`src/hw/lsep_pkg.sv`:
```
// Constants, carriers and enumerations for the LED, strap and event pin block.
// Assumes a single 50 MHz clock and a synchronous active high reset.
// How it works
// - LED pin low lights, high darkens
// - Link steady, activity blinks, combined on/blink
// - Speed LED lit at 100, dark at 10
// - First LED pin strap picks bus width
// - EEPROM data pin strap flags EEPROM presence
// - Strap pins input in reset; afterwards the LED pin is output, the EEPROM pin only while eeprom_tx_en
// - Enabled wake event asserts wake output
// - Wake output polarity programmable, default low
// - Interrupt pin pulled low, never driven high
package lsep_pkg;

  // Clock rate and LED timing
  localparam int CLK_HZ         = 50_000_000;
  localparam int BLINK_HALF_MS  = 50;   // Half period of the activity blink
  localparam int ACT_HOLD_MS    = 100;  // Blink kept alive after each activity pulse
  localparam int BLINK_HALF_CYC = (CLK_HZ / 1000) * BLINK_HALF_MS;
  localparam int ACT_HOLD_CYC   = (CLK_HZ / 1000) * ACT_HOLD_MS;

  // Register bus shape
  localparam int ADDR_W = 8;
  localparam int DATA_W = 16;
  localparam int WAKE_W = 4;
  localparam int IRQ_W  = 3;

  // Register byte offsets
  localparam logic [7:0] OFS_GLOBAL_CTRL = 8'h00;
  localparam logic [7:0] OFS_POWER_CTRL  = 8'h04;
  localparam logic [7:0] OFS_WAKE_STAT   = 8'h08;
  localparam logic [7:0] OFS_WAKE_CLR    = 8'h0C;
  localparam logic [7:0] OFS_IRQ_STAT    = 8'h10;
  localparam logic [7:0] OFS_IRQ_EN      = 8'h14;
  localparam logic [7:0] OFS_IRQ_CLR     = 8'h18;
  localparam logic [7:0] OFS_PIN_STAT    = 8'h1C;

  // Field positions
  localparam int GCR_LED_SEL  = 9;  // LED meaning select
  localparam int PMR_POLARITY = 8;  // Wake output polarity, 1 = active high
  localparam int IRQ_LINK     = 0;  // Link changed
  localparam int IRQ_SPEED    = 1;  // Speed changed
  localparam int IRQ_WAKE     = 2;  // New wake event
  localparam int PIN_BUS16    = 0;
  localparam int PIN_EEPROM   = 1;
  localparam int PIN_LINK     = 2;
  localparam int PIN_SPEED    = 3;
  localparam int PIN_LED1_LIT = 4;
  localparam int PIN_LED2_LIT = 5;
  localparam int PIN_RD_LOW   = 6;
  localparam int PIN_WR_LOW   = 7;

  // Reset values
  localparam logic [15:0] GCR_RST = 16'h0000;
  localparam logic [15:0] PMR_RST = 16'h0000;

  // Port state from the PHY side, same clock
  typedef struct packed {
    logic link_up;
    logic speed_100;
    logic activity;   // One cycle pulse per frame
  } lsep_link_s;

  // One register bus request
  typedef struct packed {
    logic              rd;
    logic              wr;
    logic [ADDR_W-1:0] addr;
    logic [DATA_W-1:0] wdata;
  } lsep_bus_s;

  // Strap capture sequence
  typedef enum logic [1:0] {
    ST_HOLD,
    ST_RUN
  } lsep_strap_e;

endpackage

```
`src/hw/lsep_sync.sv`:
```
// Two flop synchroniser for pin inputs, any width.
// Assumes the inputs are asynchronous levels; no reset so pins track during reset.
`timescale 1ns/1ns
module lsep_sync #(
  parameter int W = 1
) (
  input  wire logic         ref_clk,
  input  wire logic         ce,
  input  wire logic [W-1:0] d,
  output logic      [W-1:0] q
);

  logic [W-1:0] meta_q;  // First stage, read only by the second

  // Two stages; the output is the second flop
  always_ff @(posedge ref_clk) begin
    if (ce) begin
      meta_q <= d;
      q      <= meta_q;
    end
  end

endmodule

```
`src/hw/lsep_blink.sv`:
```
// Activity blink generator: free phase toggle plus an activity hold timer.
// Assumes activity pulses arrive on the same clock.
`timescale 1ns/1ns
module lsep_blink #(
  parameter int HALF_CYC = 2_500_000,
  parameter int HOLD_CYC = 5_000_000
) (
  input  wire logic ref_clk,
  input  wire logic reset,
  input  wire logic ce,
  input  wire logic act_pulse,
  output logic      phase_q,
  output logic      active_q
);

  localparam int HW = $clog2(HALF_CYC + 1);
  localparam int DW = $clog2(HOLD_CYC + 1);
  localparam logic [HW-1:0] HALF_LAST = HW'(HALF_CYC - 1);
  localparam logic [DW-1:0] HOLD_LOAD = DW'(HOLD_CYC);

  logic [HW-1:0] half_q;  // Cycles into the current half period
  logic [DW-1:0] hold_q;  // Cycles of blinking left

  wire half_end = (half_q == HALF_LAST);  // Last cycle of a half period

  // Phase counter and toggle
  always_ff @(posedge ref_clk) begin
    if (reset) begin
      half_q  <= '0;
      phase_q <= 1'b0;
    end else if (ce) begin
      half_q  <= half_end ? '0 : half_q + HW'(1);
      phase_q <= half_end ? ~phase_q : phase_q;
    end
  end

  // Each pulse restarts the hold; blinking lasts while it runs
  always_ff @(posedge ref_clk) begin
    if (reset) begin
      hold_q   <= '0;
      active_q <= 1'b0;
    end else if (ce) begin
      hold_q   <= act_pulse ? HOLD_LOAD : (hold_q != '0 ? hold_q - DW'(1) : '0);
      active_q <= act_pulse || (hold_q > DW'(1));
    end
  end

endmodule

```
`src/hw/lsep_top.sv`:
```
// LED, strap, wake event and interrupt pin logic with its register file.
// Assumes PHY status and wake events come from logic on ref_clk; pins and
// host strobes are asynchronous and are synchronised here.
//
// Strobed register access and the register addresses are this design's own decisions.
`timescale 1ns/1ns
module lsep_top #(
  parameter int BLINK_HALF = lsep_pkg::BLINK_HALF_CYC,  // Blink half period, cycles
  parameter int ACT_HOLD   = lsep_pkg::ACT_HOLD_CYC     // Activity hold, cycles
) (
  input  wire logic                         ref_clk,
  input  wire logic                         reset,
  input  wire logic                         ce,
  input  wire lsep_pkg::lsep_bus_s          bus,
  output logic      [lsep_pkg::DATA_W-1:0]  rd_data,
  input  wire lsep_pkg::lsep_link_s         link,
  input  wire logic [lsep_pkg::WAKE_W-1:0]  wake_events,
  input  wire logic                         eeprom_tx_data,
  input  wire logic                         eeprom_tx_en,
  output logic                              eeprom_rx_data,
  input  wire logic                         port_led_first_i,
  output logic                              port_led_first_o,
  output logic                              port_led_first_oe,
  output logic                              port_led_second_o,
  input  wire logic                         eeprom_serial_data_i,
  output logic                              eeprom_serial_data_o,
  output logic                              eeprom_serial_data_oe,
  input  wire logic                         read_strobe_n,
  input  wire logic                         write_strobe_n,
  output logic                              host_read_active,
  output logic                              host_write_active,
  output logic                              wake_event_out,
  output logic                              host_irq_n_o,
  output logic                              host_irq_n_oe,
  output logic                              strap_bus_16,
  output logic                              strap_eeprom_present
);
  import lsep_pkg::*;

  // Synchronised pins: LED strap, EEPROM data, read and write strobes
  logic [3:0] pin_s;
  wire        led1_s = pin_s[0];
  wire        eed_s  = pin_s[1];
  wire        rdn_s  = pin_s[2];
  wire        wrn_s  = pin_s[3];

  lsep_sync #(.W(4)) u_sync (
    .ref_clk (ref_clk),
    .ce      (ce),
    .d       ({write_strobe_n, read_strobe_n, eeprom_serial_data_i, port_led_first_i}),
    .q       (pin_s)
  );

  // Blink phase and activity hold
  logic blink_phase;
  logic act_active;

  lsep_blink #(.HALF_CYC(BLINK_HALF), .HOLD_CYC(ACT_HOLD)) u_blink (
    .ref_clk   (ref_clk),
    .reset     (reset),
    .ce        (ce),
    .act_pulse (link.activity),
    .phase_q   (blink_phase),
    .active_q  (act_active)
  );

  // Registers
  lsep_strap_e       state_q;        // Strap sequence state
  logic              bus16_q;        // Captured bus width strap
  logic              eeprom_q;       // Captured EEPROM presence strap
  logic [DATA_W-1:0] gcr_q;          // global_control_reg
  logic [DATA_W-1:0] pmr_q;          // power_event_control_reg
  logic [WAKE_W-1:0] wake_stat_q;    // Sticky wake events
  logic [IRQ_W-1:0]  irq_stat_q;     // Sticky interrupt events
  logic [IRQ_W-1:0]  irq_en_q;       // Interrupt enables
  logic              link_q;         // Previous link level
  logic              speed_q;        // Previous speed level
  logic [DATA_W-1:0] rd_data_q;      // Read data, one cycle after strobe
  logic              led1_n_q;       // First LED pin level
  logic              led1_oe_q;      // First LED pin enable
  logic              led2_n_q;       // Second LED pin level
  logic              eed_o_q;        // EEPROM data pin level
  logic              eed_oe_q;       // EEPROM data pin enable
  logic              eed_rx_q;       // EEPROM data toward the core
  logic              rd_act_q;       // Host read strobe held low
  logic              wr_act_q;       // Host write strobe held low
  logic              wake_q;         // Wake pin level
  logic              irq_oe_q;       // Interrupt pin pulled low

  // Address decode
  wire wr_gcr   = bus.wr && (bus.addr == OFS_GLOBAL_CTRL);
  wire wr_pmr   = bus.wr && (bus.addr == OFS_POWER_CTRL);
  wire wr_wclr  = bus.wr && (bus.addr == OFS_WAKE_CLR);
  wire wr_ien   = bus.wr && (bus.addr == OFS_IRQ_EN);
  wire wr_iclr  = bus.wr && (bus.addr == OFS_IRQ_CLR);
  wire running  = (state_q == ST_RUN);

  // LED meanings from port status and blink
  wire led_sel     = gcr_q[GCR_LED_SEL];
  wire blink_dark  = act_active && blink_phase;          // Blink off half
  wire act_lit     = act_active && !blink_phase;
  wire link_lit    = link.link_up;
  wire linkact_lit = link.link_up && !blink_dark;
  wire speed_lit   = link.speed_100;
  wire first_lit   = led_sel ? act_lit  : speed_lit;
  wire second_lit  = led_sel ? link_lit : linkact_lit;

  // Event sources
  wire [WAKE_W-1:0] wake_en   = pmr_q[WAKE_W-1:0];
  wire [WAKE_W-1:0] wake_hit  = wake_events & wake_en;
  wire              wake_pend = |(wake_stat_q & wake_en);
  wire              wake_pol  = pmr_q[PMR_POLARITY];
  wire [IRQ_W-1:0]  irq_evt;
  assign irq_evt[IRQ_LINK]  = running && (link.link_up != link_q);
  assign irq_evt[IRQ_SPEED] = running && (link.speed_100 != speed_q);
  assign irq_evt[IRQ_WAKE]  = |wake_hit;
  wire              irq_pend = |(irq_stat_q & irq_en_q);

  // Pin status word
  wire [DATA_W-1:0] pin_word = {8'h00, ~wrn_s, ~rdn_s, ~led2_n_q, ~led1_n_q,
                                link.speed_100, link.link_up, eeprom_q, bus16_q};

  // Read multiplexer; unmapped and write-only offsets read zero
  wire [DATA_W-1:0] rd_mux =
      (bus.addr == OFS_GLOBAL_CTRL) ? gcr_q :
      (bus.addr == OFS_POWER_CTRL)  ? pmr_q :
      (bus.addr == OFS_WAKE_STAT)   ? {{(DATA_W-WAKE_W){1'b0}}, wake_stat_q} :
      (bus.addr == OFS_IRQ_STAT)    ? {{(DATA_W-IRQ_W){1'b0}}, irq_stat_q} :
      (bus.addr == OFS_IRQ_EN)      ? {{(DATA_W-IRQ_W){1'b0}}, irq_en_q} :
      (bus.addr == OFS_PIN_STAT)    ? pin_word : 16'h0000;

  // Strap sequence: hold while reset, run after the release cycle
  always_ff @(posedge ref_clk) begin
    if (reset) begin
      state_q <= ST_HOLD;
    end else if (ce) begin
      case (state_q)
        ST_HOLD: begin
          state_q <= ST_RUN;
        end
        ST_RUN: begin
          state_q <= ST_RUN;
        end
        default: begin
          state_q <= ST_HOLD;
        end
      endcase
    end
  end

  // Strap capture in the first cycle after release, then frozen
  always_ff @(posedge ref_clk) begin
    if (reset) begin
      bus16_q  <= 1'b0;
      eeprom_q <= 1'b0;
    end else if (ce && !running) begin
      bus16_q  <= led1_s;
      eeprom_q <= eed_s;
    end
  end

  // Control registers
  always_ff @(posedge ref_clk) begin
    if (reset) begin
      gcr_q    <= GCR_RST;
      pmr_q    <= PMR_RST;
      irq_en_q <= '0;
    end else if (ce) begin
      if (wr_gcr) begin
        gcr_q <= bus.wdata;
      end
      if (wr_pmr) begin
        pmr_q <= bus.wdata;
      end
      if (wr_ien) begin
        irq_en_q <= bus.wdata[IRQ_W-1:0];
      end
    end
  end

  // Sticky status; a new event wins over a clear in the same cycle
  always_ff @(posedge ref_clk) begin
    if (reset) begin
      wake_stat_q <= '0;
      irq_stat_q  <= '0;
    end else if (ce) begin
      wake_stat_q <= (wake_stat_q & ~(wr_wclr ? bus.wdata[WAKE_W-1:0] : '0)) | wake_hit;
      irq_stat_q  <= (irq_stat_q & ~(wr_iclr ? bus.wdata[IRQ_W-1:0] : '0)) | irq_evt;
    end
  end

  // Previous port levels and read data
  always_ff @(posedge ref_clk) begin
    if (reset) begin
      link_q    <= 1'b0;
      speed_q   <= 1'b0;
      rd_data_q <= '0;
    end else if (ce) begin
      link_q    <= link.link_up;
      speed_q   <= link.speed_100;
      rd_data_q <= bus.rd ? rd_mux : '0;
    end
  end

  // LED pins: low lights; first LED only drives once straps are taken
  always_ff @(posedge ref_clk) begin
    if (reset) begin
      led1_n_q  <= 1'b1;
      led1_oe_q <= 1'b0;
      led2_n_q  <= 1'b1;
    end else if (ce) begin
      led1_n_q  <= ~first_lit;
      led1_oe_q <= running;
      led2_n_q  <= ~second_lit;
    end
  end

  // EEPROM data pin: input in reset, core drives it afterwards only while eeprom_tx_en
  always_ff @(posedge ref_clk) begin
    if (reset) begin
      eed_o_q  <= 1'b0;
      eed_oe_q <= 1'b0;
      eed_rx_q <= 1'b0;
    end else if (ce) begin
      eed_o_q  <= eeprom_tx_data;
      eed_oe_q <= running && eeprom_tx_en;
      eed_rx_q <= eed_s;
    end
  end

  // Host strobes, wake and interrupt pins
  always_ff @(posedge ref_clk) begin
    if (reset) begin
      rd_act_q <= 1'b0;
      wr_act_q <= 1'b0;
      wake_q   <= 1'b1;
      irq_oe_q <= 1'b0;
    end else if (ce) begin
      rd_act_q <= ~rdn_s;
      wr_act_q <= ~wrn_s;
      wake_q   <= wake_pend ~^ wake_pol;
      irq_oe_q <= irq_pend;
    end
  end

  // Outputs
  assign rd_data               = rd_data_q;
  assign port_led_first_o      = led1_n_q;
  assign port_led_first_oe     = led1_oe_q;
  assign port_led_second_o     = led2_n_q;
  assign eeprom_serial_data_o  = eed_o_q;
  assign eeprom_serial_data_oe = eed_oe_q;
  assign eeprom_rx_data        = eed_rx_q;
  assign host_read_active      = rd_act_q;
  assign host_write_active     = wr_act_q;
  assign wake_event_out        = wake_q;
  assign host_irq_n_o          = 1'b0;
  assign host_irq_n_oe         = irq_oe_q;
  assign strap_bus_16          = bus16_q;
  assign strap_eeprom_present  = eeprom_q;

  // Checks; LED pins lag their causes by one cycle
  a_led1_polarity: assert property (@(posedge ref_clk) disable iff (reset || !ce)
    running && ce && first_lit |=> !port_led_first_o)
    else $error("first LED not low while lit");
  a_led_select: assert property (@(posedge ref_clk) disable iff (reset || !ce)
    !led_sel && link.link_up && !link.speed_100 |=>
      port_led_first_o && (!port_led_second_o || $past(blink_dark)))
    else $error("default LED meaning wrong");
  a_link_steady: assert property (@(posedge ref_clk) disable iff (reset || !ce)
    led_sel && link.link_up |=> !port_led_second_o)
    else $error("link LED not steady on");
  a_speed_led: assert property (@(posedge ref_clk) disable iff (reset || !ce)
    !led_sel && !link.speed_100 ##1 !led_sel && !link.speed_100 |=> port_led_first_o)
    else $error("speed LED lit at ten");
  a_strap_held: assert property (@(posedge ref_clk) disable iff (reset || !ce)
    running && $past(running) |-> $stable(bus16_q) && $stable(eeprom_q))
    else $error("strap changed after capture");
  a_strap_take: assert property (@(posedge ref_clk) disable iff (reset || !ce)
    !running |=> bus16_q == $past(led1_s) && eeprom_q == $past(eed_s))
    else $error("strap not captured at release");
  a_strap_input: assert property (@(posedge ref_clk)
    reset ##1 reset |-> !port_led_first_oe && !eeprom_serial_data_oe)
    else $error("strap pin driven during reset");
  a_wake_level: assert property (@(posedge ref_clk) disable iff (reset || !ce)
    wake_pend |=> wake_event_out == $past(wake_pol))
    else $error("wake output not asserted");
  a_wake_default: assert property (@(posedge ref_clk) disable iff (reset || !ce)
    !wake_pend && !wake_pol |=> wake_event_out)
    else $error("wake output not idle high");
  a_irq_pull: assert property (@(posedge ref_clk) disable iff (reset || !ce)
    irq_pend |=> host_irq_n_oe && !host_irq_n_o)
    else $error("interrupt pin not pulled low");
  a_irq_idle: assert property (@(posedge ref_clk) disable iff (reset || !ce)
    !irq_pend |=> !host_irq_n_oe)
    else $error("interrupt pin held without cause");
  a_read_follow: assert property (@(posedge ref_clk) disable iff (reset || !ce)
    !rdn_s |=> host_read_active)
    else $error("read strobe not reported");
  a_write_follow: assert property (@(posedge ref_clk) disable iff (reset || !ce)
    !wrn_s |=> host_write_active)
    else $error("write strobe not reported");
  // Main scenarios the bench should reach
  c_wake_event: cover property (@(posedge ref_clk) disable iff (reset) wake_pend ##1 !wake_pend);
  c_strap_16: cover property (@(posedge ref_clk) disable iff (reset)
    $rose(running) && strap_bus_16);
  c_irq_clear: cover property (@(posedge ref_clk) disable iff (reset) host_irq_n_oe ##1 wr_iclr);
  c_blink: cover property (@(posedge ref_clk) disable iff (reset) led_sel && act_lit ##1 blink_dark);

endmodule

```
`config.mk`:
```
export PLATFORM = sky130hd
export DESIGN_NAME = lsep_top
export DESIGN_NICKNAME = d
export VERILOG_FILES = /design/src/hw/lsep_pkg.sv /design/src/hw/lsep_sync.sv /design/src/hw/lsep_blink.sv /design/src/hw/lsep_top.sv
export SDC_FILE = /design/constraint.sdc
export NUM_CORES = 1
export LEC_CHECK = 0
export BUFFER_PORTS_ARGS = -buffer_cell sky130_fd_sc_hd__buf_2
export CAP_MARGIN = 20
export CORE_ASPECT_RATIO = 0.8
export CORE_MARGIN = 4
export CORE_UTILIZATION = 60
export CTS_BUF_LIST = sky130_fd_sc_hd__clkbuf_2 sky130_fd_sc_hd__clkbuf_4 sky130_fd_sc_hd__clkbuf_8
export CTS_CLUSTER_DIAMETER = 150
export DETAILED_ROUTE_END_ITERATION = 12
export GPL_TIMING_DRIVEN = 0
export PLACE_DENSITY_LB_ADDON = 0.08
export SLEW_MARGIN = 0
export SYNTH_ARGS = -nofsm -noshare
export SYNTH_HDL_FRONTEND = slang
export SYNTH_SLANG_ARGS = --single-unit
export TNS_END_PERCENT = 1
```
`constraint.sdc`:
```
create_clock -name ref_clk -period 2.46 [get_ports ref_clk]
set_input_delay 0.123 -clock ref_clk [delete_from_list [all_inputs] [get_ports ref_clk]]
set_output_delay 0.123 -clock ref_clk [all_outputs]
set_load 0.02 [all_outputs]
```
==> results.toml <==
[place]
placed_area_um2 = 6020
hpwl_mm = 10.3
dp_cells = 827
place.gp.congestion = 0.968
io_buffers = 69

[setup_path]
crit_path_start_kind = "flop"
crit_slowest_cell = "nor4_4"
reg2reg_depth = 6
crit_path_end = "u_blink.hold_q[20]"
r2r_slack_ns = 0.17
r2r_end = "u_blink.hold_q[20]"
crit_fanout = 10
cp-startpoint = "u_blink.hold_q[5]"
critical_path_required_ns = 2.78
path_cells = "nor4_4, nand3_1, o31ai_1, a21o_1, buf_4, nor2_1"
cp_slowest_stage_delay_ns = 0.54
arrival_ns = 2.62
regToRegStartpoint = "u_blink.hold_q[5]"
path_class = "flop to flop"
cp-end-kind = "flop"

[global_routing]
grt_pass1_vias = 4897
grt.total_usage_pct = 27.6
grt_start_max_net_pins = 17
grt_antenna_before_repair = 0
grt_pass1_wl_mm = 23.2
gr-total-overflow = 0

[timing]
worst_pin_slew_ns = 0.734
max-slew-margin-rel_pct = 50.3
grt_setup_unrepaired = "false"
period_needed_ns = 2.29
skew_ns = 0.00776
setup_tns_ns = 0
final_max_slew_viol_count = 0
fmax_mhz = 436
fin_crit_sh_pct = 93.2
hold_viol = 0
setup_viol = 0

[synth]
synth_largest_area_cell = "dfxtp_1"
synth_area_um2 = 5530
syn_inst = 643
syn_avg_cell_area_um2 = 8.60
synth_area_leaders = "dfxtp_1 43%, nand2_1 6.6%, nor2_1 5.0%"
synth-edff-count = 8
postSynthRegisterBits = 128
ys_seq_area_share_pct = 47.8
synth_fp_nets = 689
synth_top_area_share_pct = 43.4
ys.warnings.count = 0
synthArstFlopShare_pct = 0
synth_ff_type = "dfxtp_1"
ys_types = 60

[clock_tree]
clkTransAtPathRegs_ns = 0.07
cts_inserted_buffers = 17
insertion_delay_ns = 0.44
post_cts_buffers = 0
clock_sinks = 128
postCtsResizedCells = 0
h-tree-depth = 4
clock-root-buffer = "clkbuf_8"
cts_tree = "yes"
cts_buffer_depth = 2

[routing]
m1WireLength_mm = 6.41
drt_iter0_markers = 493
dr_wl_met2_mm = 6.66
viasPerCell = 5.85
top_layer_used = "met4"
routed_wirelength_mm = 14.6
drc = 0
routedWlPerCell_um = 16.6
dr.pass1.iters = 5
routed-wl-met3_mm = 1.21
ant_nets = 0
vias = 5162

[finish]
drive_above_1_share_pct = 15.8
final_cells = 883
finalInstanceArea_um2 = 6670
final_cell_mix = "120 x dfxtp_1, 97 x nand2_1, 74 x nor2_1"
nets = 801
final_common_cell = "dfxtp_1"
finalCoreUtilization_pct = 73.8
diodes = 0
syn_to_final_growth_pct = 20.6

[pwr]
p_leak_nw = 2.49
powerDensity_nw_per_um2 = 691
vdd_drop_max_mv = 0.480

[floorplanning]
start_util_pct = 61.2
die_area_um2 = 10800
core.rowCount = 31
num_io_pins = 71
fp.dieH_um = 93.9
die_x_um = 115
fp.coreArea_um2 = 9040

[outcome]
status = "finished, final reports clean"

[job]
max_cap_violations = 0

[hold_path]
hold_path_class = "input pin to flop"
==> critical path, delay by kind of cell, from the launching register on <==
family	cells	cell delay, ns
AOI/OAI and AO/OA	2	0.69
buffers and inverters	1	0.20
DFF	1	0.35
and+or+nand+nor	3	0.94
==> where the power goes <==
group          internal, mW  total (mW)  switching, mW
combinational         0.207       0.514          0.307
clock                  1.06        1.87          0.811
sequential             2.17        2.23         0.0668
total                  3.43        4.61           1.18
==> cells in the mapped netlist, types with 2 or more instances <==
| cell | number |
|---|---|
| a22o_1 | 4 |
| nor3_1 | 15 |
| nand3b_1 | 4 |
| dfxtp_1 | 120 |
| a22oi_1 | 8 |
| o41ai_1 | 2 |
| nor2b_1 | 5 |
| nor4_1 | 7 |
| nor4b_1 | 3 |
| a211oi_1 | 7 |
| nand2_1 | 97 |
| a31oi_1 | 6 |
| mux2i_1 | 14 |
| clkbuf_1 | 21 |
| nand3_1 | 21 |
| ha_1 | 4 |
| o21ai_0 | 34 |
| or4_1 | 6 |
| nor4_4 | 2 |
| a21oi_1 | 53 |
| edfxtp_1 | 8 |
| buf_4 | 3 |
| or2_2 | 2 |
| xnor2_1 | 24 |
| nor3_2 | 2 |
| nor2_1 | 74 |
| nand2b_1 | 6 |
| nand4_1 | 11 |
| buf_1 | 2 |
| xor2_1 | 13 |
| and3_1 | 7 |
| or3_1 | 7 |
| o22ai_1 | 3 |
| o221ai_1 | 4 |
| buf_2 | 2 |
| inv_1 | 17 |
| and2_1 | 2 |
==> registers in the layout, summed over array words and instances (netlist names), 3 cells and up <==
register,cells
gcr_q,16
irq_en_q,3
irq_stat_q,3
pmr_q,16
rd_data,16
u_blink.half_q,22
u_blink.hold_q,23
u_sync.meta_q,4
u_sync.q,4
wake_stat_q,4
==> how the worst min path moves through the flow <==
stage	start	endpoint	slack, ns	cells past startpoint
after global placement	eeprom_serial_data_i	u_sync.meta_q[1]	0.30	1
after CTS	wake_events[1]	wake_stat_q[1]	0.002	3
final	link[0]	u_blink.active_q	0.02	3
after detailed placement	port_led_first_i	u_sync.meta_q[0]	0.30	1
after floorplan	port_led_first_i	u_sync.meta_q[0]	0.22	0
after global routing	link[0]	u_blink.active_q	0.02	3
==> repair_timing <==
item / 4_1_cts / 5_1_grt
hold buffers: 24 / 0
setup endpoints to repair: 0 / 6
endpoints found under the hold margin: 39 / 0
==> layout make-up <==
class / count / area (um^2)
Clock buffer: 21 / 270
Timing Repair Buffer: 93 / 586
Buffer: 28 / 119
Fill cell: 676 / 2370
Sequential cell: 128 / 2640
Tap cell: 115 / 144
Multi-Input combinational cell: 470 / 2710
Clock inverter: 11 / 140
Inverter: 17 / 63.8
==> metal layers <==
metal,GRT usage [%],vias up
met3,7.47,40
met1,36.3,2413
met2,42.6,232
met5,0,-
li1,-,2477
met4,11.9,0
==> cells by family after synthesis <==
group | count (synthesis) | share of synthesized area (%)
AOI/OAI and AO/OA | 132 | 14.3
and+or+nand+nor | 281 | 25.1
DFF | 128 | 47.8
buffers and inverters | 45 | 3.30
muxes | 15 | 2.74
xor gates and xnor gates | 37 | 5.86
other | 1 | 0.0678
adders and majority gates | 4 | 0.905
==> metrics by stage <==
step	total power, mW	worst slack [ns]	hold slack [ns]
2_1_floorplan	2.59	0.525	0.222
3_3_place_gp	2.73	0.219	0.301
6_report	4.61	0.166	0.0162
4_1_cts	4.62	0.156	0.00235
5_1_grt	4.78	0.0178	0.0171
3_5_place_dp	2.75	0.169	0.301
No activity file was read; power rests on OpenSTA's default activity.
